### src/include/window_regs_pkg.sv
package window_regs_pkg;
   // register byte offsets
   localparam logic [7:0] ofs_mem_win = 8'h20;
   localparam logic [7:0] ofs_pref_win = 8'h24;
   localparam logic [7:0] ofs_pref_base_hi = 8'h28;
   localparam logic [7:0] ofs_pref_limit_hi = 8'h2c;
   localparam logic [7:0] ofs_io_hi = 8'h30;
   localparam logic [7:0] ofs_cap_ptr = 8'h34;
   localparam logic [7:0] ofs_rom_base = 8'h38;
   localparam logic [7:0] ofs_irq = 8'h3c;

   // field positions inside the 32-bit word
   localparam int base_lsb = 4;
   localparam int base_msb = 15;
   localparam int limit_lsb = 20;
   localparam int limit_msb = 31;
   localparam int low_half_msb = 15;
   localparam int high_half_lsb = 16;
   localparam int irq_line_msb = 7;
   localparam int irq_pin_lsb = 8;
   localparam int irq_pin_msb = 15;
   localparam int win_width = 12;
   localparam int win_gran_lsb = 20;

   // reset values
   localparam logic [11:0] win_reset = 12'h000;
   localparam logic [31:0] word_reset = 32'h0000_0000;
   localparam logic [15:0] half_reset = 16'h0000;
   localparam logic [7:0] irq_line_reset = 8'h00;

   // read-only constants
   localparam logic [3:0] addr_type_32 = 4'h0;
   localparam logic [3:0] addr_type_64 = 4'h1;
   localparam logic [7:0] cap_ptr_normal = 8'h80;
   localparam logic [7:0] cap_ptr_legacy = 8'h90;
   localparam logic [7:0] irq_pin_a = 8'h01;
   localparam logic [31:0] rom_base_value = 32'h0000_0000;
   localparam logic [31:0] read_zero = 32'h0000_0000;
endpackage

### src/hw/bridge_window_config_regs.sv
// Overview of operation
// memory window base is bits 15:4 at 20h, reset zero; bits 3:0 read zero
// memory window limit is bits 31:20 at 20h, reset zero; bits 19:16 read zero
// prefetch window base is bits 15:4 at 24h, reset zero; bits 3:0 read 0001
// prefetch window limit is bits 31:20 at 24h, reset zero; bits 19:16 read 0001
// prefetch base upper 32 address bits, writable word at 28h, reset zero
// prefetch limit upper 32 address bits, writable word at 2ch, reset zero
// i/o base upper 16 bits in bits 15:0 at 30h, writable, reset zero
// i/o limit upper 16 bits in bits 31:16 at 30h, writable, reset zero
// capability pointer at 34h reads 80h, or 90h in legacy mode; upper bits zero
// option rom base at 38h always reads zero; writes are ignored
// interrupt routing number in bits 7:0 at 3ch, writable, reset 00h
// interrupt pin field, bits 15:8 at 3ch, reads constant 01h
// forwarding hit uses 1 MB granularity, limit low bits taken as ones
//
// Implementation choice: strobed register access.
`timescale 1ns/10ps
module bridge_window_config_regs #(
   parameter int addr_width = 8
) (
   input wire logic core_clk,
   input wire logic nrst,
   input wire logic [addr_width-1:0] addr,
   input wire logic [31:0] wdata,
   input wire logic wr,
   input wire logic rd,
   output logic [31:0] rdata,
   input wire logic legacy_mode,
   input wire logic [63:0] fwd_addr,
   input wire logic fwd_valid,
   output logic mem_hit,
   output logic pref_hit
);

   logic [11:0] mem_base;
   logic [11:0] mem_limit;
   logic [11:0] pref_base;
   logic [11:0] pref_limit;
   logic [31:0] pref_base_hi;
   logic [31:0] pref_limit_hi;
   logic [15:0] io_base_hi;
   logic [15:0] io_limit_hi;
   logic [7:0] irq_line;
   logic legacy_meta;
   logic legacy_sync;

   // address decode
   wire logic [7:0] ofs = addr[7:0];
   wire logic sel_mem = (ofs == window_regs_pkg::ofs_mem_win);
   wire logic sel_pref = (ofs == window_regs_pkg::ofs_pref_win);
   wire logic sel_pbh = (ofs == window_regs_pkg::ofs_pref_base_hi);
   wire logic sel_plh = (ofs == window_regs_pkg::ofs_pref_limit_hi);
   wire logic sel_io = (ofs == window_regs_pkg::ofs_io_hi);
   wire logic sel_cap = (ofs == window_regs_pkg::ofs_cap_ptr);
   wire logic sel_rom = (ofs == window_regs_pkg::ofs_rom_base);
   wire logic sel_irq = (ofs == window_regs_pkg::ofs_irq);
   wire logic addr_hi_zero = (addr_width <= 8) ? 1'b1 : (addr >> 8) == '0;

   wire logic wr_mem = wr && addr_hi_zero && sel_mem;
   wire logic wr_pref = wr && addr_hi_zero && sel_pref;
   wire logic wr_pbh = wr && addr_hi_zero && sel_pbh;
   wire logic wr_plh = wr && addr_hi_zero && sel_plh;
   wire logic wr_io = wr && addr_hi_zero && sel_io;
   wire logic wr_irq = wr && addr_hi_zero && sel_irq;

   wire logic [11:0] wr_base_field =
      wdata[window_regs_pkg::base_msb:window_regs_pkg::base_lsb];
   wire logic [11:0] wr_limit_field =
      wdata[window_regs_pkg::limit_msb:window_regs_pkg::limit_lsb];
   wire logic [15:0] wr_low_half = wdata[window_regs_pkg::low_half_msb:0];
   wire logic [15:0] wr_high_half = wdata[31:window_regs_pkg::high_half_lsb];

   // legacy strap crosses in from a pin
   always_ff @(posedge core_clk or negedge nrst)
   begin
      if (!nrst)
      begin
         legacy_meta <= 1'b0;
         legacy_sync <= 1'b0;
      end
      else
      begin
         legacy_meta <= legacy_mode;
         legacy_sync <= legacy_meta;
      end
   end

   // memory base store
   // memory limit store
   always_ff @(posedge core_clk or negedge nrst)
   begin
      if (!nrst)
      begin
         mem_base <= window_regs_pkg::win_reset;
         mem_limit <= window_regs_pkg::win_reset;
      end
      else if (wr_mem)
      begin
         mem_base <= wr_base_field;
         mem_limit <= wr_limit_field;
      end
   end

   // prefetch base store
   // prefetch limit store
   always_ff @(posedge core_clk or negedge nrst)
   begin
      if (!nrst)
      begin
         pref_base <= window_regs_pkg::win_reset;
         pref_limit <= window_regs_pkg::win_reset;
      end
      else if (wr_pref)
      begin
         pref_base <= wr_base_field;
         pref_limit <= wr_limit_field;
      end
   end

   // base upper word
   always_ff @(posedge core_clk or negedge nrst)
   begin
      if (!nrst)
         pref_base_hi <= window_regs_pkg::word_reset;
      else if (wr_pbh)
         pref_base_hi <= wdata;
   end

   // limit upper word
   always_ff @(posedge core_clk or negedge nrst)
   begin
      if (!nrst)
         pref_limit_hi <= window_regs_pkg::word_reset;
      else if (wr_plh)
         pref_limit_hi <= wdata;
   end

   // i/o base upper
   // i/o limit upper
   always_ff @(posedge core_clk or negedge nrst)
   begin
      if (!nrst)
      begin
         io_base_hi <= window_regs_pkg::half_reset;
         io_limit_hi <= window_regs_pkg::half_reset;
      end
      else if (wr_io)
      begin
         io_base_hi <= wr_low_half;
         io_limit_hi <= wr_high_half;
      end
   end

   // routing number store
   always_ff @(posedge core_clk or negedge nrst)
   begin
      if (!nrst)
         irq_line <= window_regs_pkg::irq_line_reset;
      else if (wr_irq)
         irq_line <= wdata[window_regs_pkg::irq_line_msb:0];
   end

   // read words; the upper half at 3ch belongs to bridge control, kept elsewhere
   // reserved low nibble
   // reserved nibble zero
   wire logic [31:0] rd_mem_word = {mem_limit, window_regs_pkg::addr_type_32,
                                    mem_base, window_regs_pkg::addr_type_32};
   // base type nibble
   // limit type nibble
   wire logic [31:0] rd_pref_word = {pref_limit, window_regs_pkg::addr_type_64,
                                     pref_base, window_regs_pkg::addr_type_64};
   wire logic [31:0] rd_io_word = {io_limit_hi, io_base_hi};
   // legacy pointer select
   wire logic [7:0] cap_value = legacy_sync ? window_regs_pkg::cap_ptr_legacy
                                            : window_regs_pkg::cap_ptr_normal;
   wire logic [31:0] rd_cap_word = {24'h00_0000, cap_value};
   // fixed pin code
   wire logic [31:0] rd_irq_word = {16'h0000, window_regs_pkg::irq_pin_a, irq_line};

   // rom base zero
   wire logic [31:0] read_mux =
      !addr_hi_zero ? window_regs_pkg::read_zero :
      sel_mem ? rd_mem_word :
      sel_pref ? rd_pref_word :
      sel_pbh ? pref_base_hi :
      sel_plh ? pref_limit_hi :
      sel_io ? rd_io_word :
      sel_cap ? rd_cap_word :
      sel_rom ? window_regs_pkg::rom_base_value :
      sel_irq ? rd_irq_word :
      window_regs_pkg::read_zero;

   // read data only valid the cycle after the strobe
   always_ff @(posedge core_clk or negedge nrst)
   begin
      if (!nrst)
         rdata <= window_regs_pkg::read_zero;
      else if (rd)
         rdata <= read_mux;
      else
         rdata <= window_regs_pkg::read_zero;
   end

   // 1 MB window compare
   wire logic [11:0] addr_mb = fwd_addr[31:window_regs_pkg::win_gran_lsb];
   wire logic [43:0] addr_mb64 = fwd_addr[63:window_regs_pkg::win_gran_lsb];
   wire logic [43:0] pref_lo64 = {pref_base_hi, pref_base};
   wire logic [43:0] pref_hi64 = {pref_limit_hi, pref_limit};
   // limit compares on the megabyte index, so its low 20 bits act as all ones
   wire logic mem_in = (fwd_addr[63:32] == 32'h0000_0000) &&
                       (addr_mb >= mem_base) && (addr_mb <= mem_limit);
   wire logic pref_in = (addr_mb64 >= pref_lo64) && (addr_mb64 <= pref_hi64);

   always_ff @(posedge core_clk or negedge nrst)
   begin
      if (!nrst)
      begin
         mem_hit <= 1'b0;
         pref_hit <= 1'b0;
      end
      else
      begin
         mem_hit <= fwd_valid && mem_in;
         pref_hit <= fwd_valid && pref_in;
      end
   end

   wire logic rd_ok = rd && addr_hi_zero;
endmodule

### config.mk
export PLATFORM = sky130hd
export DESIGN_NAME = bridge_window_config_regs
export DESIGN_NICKNAME = d
export VERILOG_FILES = /design/src/include/window_regs_pkg.sv /design/src/hw/bridge_window_config_regs.sv
export SDC_FILE = /design/constraint.sdc
export NUM_CORES = 1
export LEC_CHECK = 0
export BUFFER_PORTS_ARGS = -buffer_cell sky130_fd_sc_hd__buf_4
export CORE_ASPECT_RATIO = 0.7
export CORE_MARGIN = 1
export CORE_UTILIZATION = 39
export CTS_CLUSTER_SIZE = 25
export DETAILED_ROUTE_END_ITERATION = 8
export GPL_TIMING_DRIVEN = 0
export SETUP_SLACK_MARGIN = 0.5
export SLEW_MARGIN = 20
export SYNTH_ARGS = -nofsm -noshare
export SYNTH_HDL_FRONTEND = slang
export SYNTH_SLANG_ARGS = --single-unit
### constraint.sdc
create_clock -name core_clk -period 3.5 [get_ports core_clk]
set_clock_uncertainty 0.15 [all_clocks]
set_input_delay 0.7 -clock core_clk [delete_from_list [all_inputs] [get_ports core_clk]]
set_output_delay 0.7 -clock core_clk [all_outputs]
set_load 0.02 [all_outputs]
# ---- Word-level counts from Yosys, hierarchy flattened
# Cells that the tools add are included.
dict set report word_totals {
  reg_bits 188
}
dict set report classes {
  muxes 10
  eq_ne 8
  magnitude_cmp 4
  reduce_logical 12
}
# operator n
set ops {}
lappend ops {{$mux W32} 6}
lappend ops {{$eq A8 B6 Y1 const B} 8}
lappend ops {{$ge A44 B44 Y1} 1}
lappend ops {{$le A44 B44 Y1} 1}
lappend ops {{$logic_not A32 Y1} 1}
lappend ops {{$mux W9} 3}
lappend ops {{$ge A12 B12 Y1} 1}
lappend ops {{$le A12 B12 Y1} 1}
lappend ops {{$logic_and A1 B1 Y1} 11}
lappend ops {{$mux W5} 1}

# ---- Depth between registers and ports, before layout
dict set report depth {
  depth_word 10
  mapped_depth 9
}

# ---- Worst setup path before layout
# Ideal clock, no wire load.
dict set report synth_path {
  path_type {input port to flip-flop}
  from {input fwd_addr[30]}
  to {register pref_hit}
  arrival_time_ns 2.354
  setup_slack_ns 0.909
  setup_time_ns 0.087
  t_required_ns 3.263
  path_stages 7
  cell_sequence {ha_1 > nand4_1 > or4_1 > or4_1 > nor2b_1 > o21a_1 > a211oi_2}
}
dict set report synth_between {
  elab_chain_cells 3
  word_cells_on_any_way 4
}
# element line
set synth_rtl {}
lappend synth_rtl {{start: declaration} bridge_window_config_regs.sv:29} ;# input wire logic [63:0] fwd_addr,
lappend synth_rtl {{$ge A44 B44 Y1 or $le A44 B44 Y1 (tied branches)} bridge_window_config_regs.sv:212} ;# wire logic pref_in = (addr_mb64 >= pref_lo64) && (addr_mb64 <= pref_hi64);
lappend synth_rtl {{$logic_and A1 B1 Y1 (*)} bridge_window_config_regs.sv:212}
lappend synth_rtl {{$logic_and A1 B1 Y1 (*)} bridge_window_config_regs.sv:224} ;# pref_hit <= fwd_valid && pref_in;
lappend synth_rtl {{end signal: assignment} bridge_window_config_regs.sv:224}
lappend synth_rtl {{end: declaration} bridge_window_config_regs.sv:32} ;# output logic pref_hit
# Every way passes the cells marked *; elsewhere a longest branch is shown, timed or not.
# A chain may end at the register's enable or synchronous reset.

# ---- Worst setup path in the final report
dict set report layout_path {
  from {input addr[4]}
  to {register pref_base_hi[12]}
}
dict set report layout_between {
  elab_chain_cells 2
}
# element line
set layout_rtl {}
lappend layout_rtl {{start: declaration} bridge_window_config_regs.sv:23} ;# input wire logic [addr_width-1:0] addr,
lappend layout_rtl {{$eq A8 B6 Y1} bridge_window_config_regs.sv:51} ;# wire logic sel_pbh = (ofs == window_regs_pkg::ofs_pref_base_hi);
lappend layout_rtl {{$logic_and A1 B1 Y1} bridge_window_config_regs.sv:61} ;# wire logic wr_pbh = wr && addr_hi_zero && sel_pbh;
lappend layout_rtl {{end signal: assignment} bridge_window_config_regs.sv:124} ;# pref_base_hi <= window_regs_pkg::word_reset;
lappend layout_rtl {{end signal: assignment} bridge_window_config_regs.sv:126} ;# pref_base_hi <= wdata;
lappend layout_rtl {{end: declaration} bridge_window_config_regs.sv:39} ;# logic [31:0] pref_base_hi;
# Every way passes these cells.

==> summary.txt <==
OUTCOME
-------------------------------------------------------------------------------------
Outcome                                                                  finished, final reports clean

PWR
-------------------------------------------------------------------------------------
Peak supply drop                                                               313 µV
Cell Pwr Density                                                           398 nW/µm²
Post-layout total power                                                       5.05 mW
Leakage                                                                       6.36 nW

PLACE
-------------------------------------------------------------------------------------
DP Worst Slack                                                             -0.0138 ns
IO Port Bufs                                                                      119
Placer's final routability congestion estimate                                  0.925
Detailed-placement wirelength estimate                                        27.1 mm
Number of cells in the design after placement                                    1590

TIMING
-------------------------------------------------------------------------------------
Max transition margin                                                           0.324
Total setup violations reported at the end of the flow                              0
Final period utilization                                                        0.839
Hold slack final                                                             0.211 ns
Transition at the pin with the smallest max-transition slack                  1.01 ns
Final slew viol count                                                               0
RSZ-0062 raised after global routing                                            false
Aggregate negative setup slack                                                   0 ns
Time the final worst path needs with I/O delays and setup                     2.94 ns
Count of endpoints failing hold in the final timing report                          0
Highest clock frequency the design can meet                                   341 MHz
Setup slack after layout                                                     0.565 ns

FLOW RUN
-------------------------------------------------------------------------------------
Number of max-cap violations                                                        0

SYNTH
-------------------------------------------------------------------------------------
Number of warnings issued by yosys                                                  0
Main combinational cell family by area after synthesis                   compound AO/OA/AOI/OAI gates
Flip-flop and latch count after synthesis                                         188
Post-synthesis async set-or-reset flop share                                     1.00
EDFF count, synth                                                                   0
Synthesized-area fraction occupied by and/or/nand/nor cells                     0.126
Mux share of post-synthesis cell area                                          0.0902
Cells after Synth                                                                1105
Post-Synthesis Mean Instance Area                                            9.67 µm²
Post-synth cell types                                                              60
Synth Area in Compound Gates                                                    0.150
Post-Syn Nets                                                                    1327
Post-Synth Adder-Cell Area                                                      0.131
Share of the yosys chip area belonging to registers                             0.440
Most instantiated flip-flop cell in the synthesis netlist                sky130_fd_sc_hd__dfrtp_1
Total standard cell area after synthesis                                    10700 µm²
Post-synthesis share of cell area spent on xor and xnor gates                       0

CTS
-------------------------------------------------------------------------------------
CTS clock-pin slew for the worst setup and hold paths                         0.07 ns
Clock tree root driver cell                                              sky130_fd_sc_hd__clkbuf_16
Skew-Pair Late Insertion Delay                                                0.45 ns
Sinks on the clock net                                                            188
TritonCTS clock tree                                                             done
Total CTS buffers                                                                  17
Total number of H-tree levels                                                       4
Maximum clock path buffer count                                                     2

LAYOUT
-------------------------------------------------------------------------------------
Most frequent cells in the layout                                        188 x sky130_fd_sc_hd__dfrtp_1, 124 x sky130_fd_sc_hd__buf_4, 119 x sky130_fd_sc_hd__inv_1
Final std cells w/o fill                                                         1625
Diode insertion count for antenna repair                                            0
FILL cells                                                                       2547
Area occupied by registers                                                   4700 µm²
Area growth, synth to finish                                                    18.8%
Share of final-layout standard cells stronger than drive strength 1             0.178
Area of combinational cells with multiple inputs                             5320 µm²
Most frequent standard cell in the layout excluding fill and tap cells   sky130_fd_sc_hd__dfrtp_1
Total number of nets in the final design                                         1470

GLOBAL ROUTING
-------------------------------------------------------------------------------------
Final global-route overflow total                                                   0
Wire length of the first global-routing pass                                  53.7 mm
Largest net degree at the start of global routing                                  95
Vias in the first global route                                                   8853
Antenna violations before repair                                                    0
Combined global-route utilization of all metal layers                           0.263

WORST SETUP PATH
-------------------------------------------------------------------------------------
Data arrival time of the critical path                                        3.14 ns
Type of origin of the critical path                                        input port
Type of element capturing the critical path                                 flip-flop
Critical-path maximum fanout                                                       10
Critical path required time                                                   3.70 ns
Category of the most critical setup path                                    in -> reg

DRT
-------------------------------------------------------------------------------------
Wire length reported by the detailed router                                   35.5 mm
ANT nets after route                                                                0
First-pass detailed-route iteration total                                           5
Post-route DRC                                                                      0
Total number of vias                                                             9088
Via density per instance                                                         5.59
Initial DRC Count                                                                 912
Routed length per instance                                                    21.8 µm

DIE
-------------------------------------------------------------------------------------
Die area                                                                    28100 µm²
Number of ports placed on the die boundary                                        144
Starting density of the core                                                    0.398
Cell row count                                                                     50
Core area                                                                   26800 µm²
Die outline height                                                             140 µm
Die outline width                                                              200 µm

HOLD PATH
-------------------------------------------------------------------------------------
Class of the worst hold path                                                in -> reg

==> critical path: stages <==
cell,delay (ns)
sky130_fd_sc_hd__clkbuf_1,0.19
sky130_fd_sc_hd__inv_1,0.13
sky130_fd_sc_hd__buf_2,0.28
sky130_fd_sc_hd__nand3_1,0.21
sky130_fd_sc_hd__nor3_2,0.76
sky130_fd_sc_hd__clkbuf_1,0.62
sky130_fd_sc_hd__nand2_1,0.10
sky130_fd_sc_hd__o21ai_0,0.12
==> synth_stat cells (3+ instances only) <==
cell                        count  area, µm²
sky130_fd_sc_hd__dfrtp_1      188       4700
sky130_fd_sc_hd__inv_1        119        447
sky130_fd_sc_hd__nand2_1      117        439
sky130_fd_sc_hd__ha_1         112       1400
sky130_fd_sc_hd__a21oi_1       94        470
sky130_fd_sc_hd__o21ai_0       87        435
sky130_fd_sc_hd__nor2_1        43        161
sky130_fd_sc_hd__mux2_2        34        383
sky130_fd_sc_hd__mux2_1        32        360
sky130_fd_sc_hd__clkbuf_1      22       82.6
sky130_fd_sc_hd__mux2i_1       22        220
sky130_fd_sc_hd__o22ai_1       22        138
sky130_fd_sc_hd__and2_1        21        131
sky130_fd_sc_hd__nand3_1       21        105
sky130_fd_sc_hd__nand4_1       19        119
sky130_fd_sc_hd__o21ai_1       18       90.1
sky130_fd_sc_hd__buf_2         17       85.1
sky130_fd_sc_hd__nor3_1        12       60.1
sky130_fd_sc_hd__a21o_1        11       82.6
sky130_fd_sc_hd__nor4_1         9       56.3
sky130_fd_sc_hd__nor2b_1        7       43.8
sky130_fd_sc_hd__o221ai_1       5       43.8
sky130_fd_sc_hd__a2111oi_0      4       35.0
sky130_fd_sc_hd__a22oi_1        4       30.0
sky130_fd_sc_hd__a32oi_1        4       35.0
sky130_fd_sc_hd__and3_1         4       25.0
sky130_fd_sc_hd__buf_4          4       30.0
sky130_fd_sc_hd__a211oi_1       3       22.5
sky130_fd_sc_hd__nand2b_1       3       18.8
sky130_fd_sc_hd__o211ai_1       3       22.5
sky130_fd_sc_hd__o22a_1         3       26.3
sky130_fd_sc_hd__or4_1          3       22.5
==> report_power, final <==
group / leakage [nW] / switching, mW / internal [mW]
logic: 3.88 / 0.468 / 0.296
registers: 2.21 / 0.0631 / 2.29
clock network: 0.277 / 0.968 / 0.961
==> flip-flops by register name, summed over array words and instances, names as in the netlist <==
| register | cells |
|---|---|
| pref_base_hi | 32 |
| pref_limit_hi | 32 |
| rdata | 32 |
| io_base_hi | 16 |
| io_limit_hi | 16 |
| mem_base | 12 |
| mem_limit | 12 |
| pref_base | 12 |
| pref_limit | 12 |
| irq_line | 8 |
| legacy_meta | 1 |
| legacy_sync | 1 |
| mem_hit | 1 |
| pref_hit | 1 |
==> cells by family after synthesis <==
group	count (synthesis)
AO/OA/AOI/OAI	278
adder cells (fa/ha/maj)	112
multiplexers	88
AND/OR/NAND/NOR	274
flip-flops	188
buffers and inverters	165
==> layer usage <==
layer	share of wire	GRT usage	vias to the layer above
met2	0.40	0.362	392
met4	0.019	0.0759	2
li1	-	-	4172
met1	0.48	0.395	4475
met3	0.089	0.0720	47
met5	0.0023	0.0212	-
==> area by class of cell <==
| class | instances | area share |
|---|---|---|
| Inverter | 119 | 0.0352 |
| Clock inverter | 14 | 0.0102 |
| Tap cell | 364 | 0.0359 |
| Timing Repair Buffer | 124 | 0.0773 |
| Buffer | 46 | 0.0176 |
| Sequential cell | 188 | 0.371 |
| Multi-Input combinational cell | 752 | 0.419 |
| Clock buffer | 18 | 0.0346 |
==> worst paths after layout <==
path / start / endpoint / slack (ns) / cells past startpoint
max: addr[4] / pref_base_hi[12]$_DFFE_PN0P_ / 0.56 / 8
max reg2reg: pref_limit_hi[31]$_DFFE_PN0P_ / pref_hit$_DFF_PN0_ / 0.75 / 8
min: legacy_mode / legacy_meta$_DFF_PN0_ / 0.21 / 1
max in group asynchronous: nrst / rdata[11]$_DFF_PN0_ / 1.92 / 3
min reg2reg: legacy_meta$_DFF_PN0_ / legacy_sync$_DFF_PN0_ / 0.21 / 0
min in group asynchronous: nrst / io_limit_hi[10]$_DFFE_PN0P_ / 0.52 / 2
==> timing repair <==
action                                 CTS  global route
cloned                                   0             0
hold buffers                             1             0
endpoints found under the hold margin   20             0
pin swaps                                0             1
setup endpoints to repair               22            27
buffers inserted                         0             2
resized for setup                        1             0
==> metrics by stage <==
stage	util	instance area [µm²]
3_5_place_dp	0.451	12100
4_1_cts	0.472	12700
6_report	0.473	12700
2_1_floorplan	-	10700
3_3_place_gp	0.448	12000
5_1_grt	0.473	12700
Note: power is estimated with default switching activity, not from simulation.
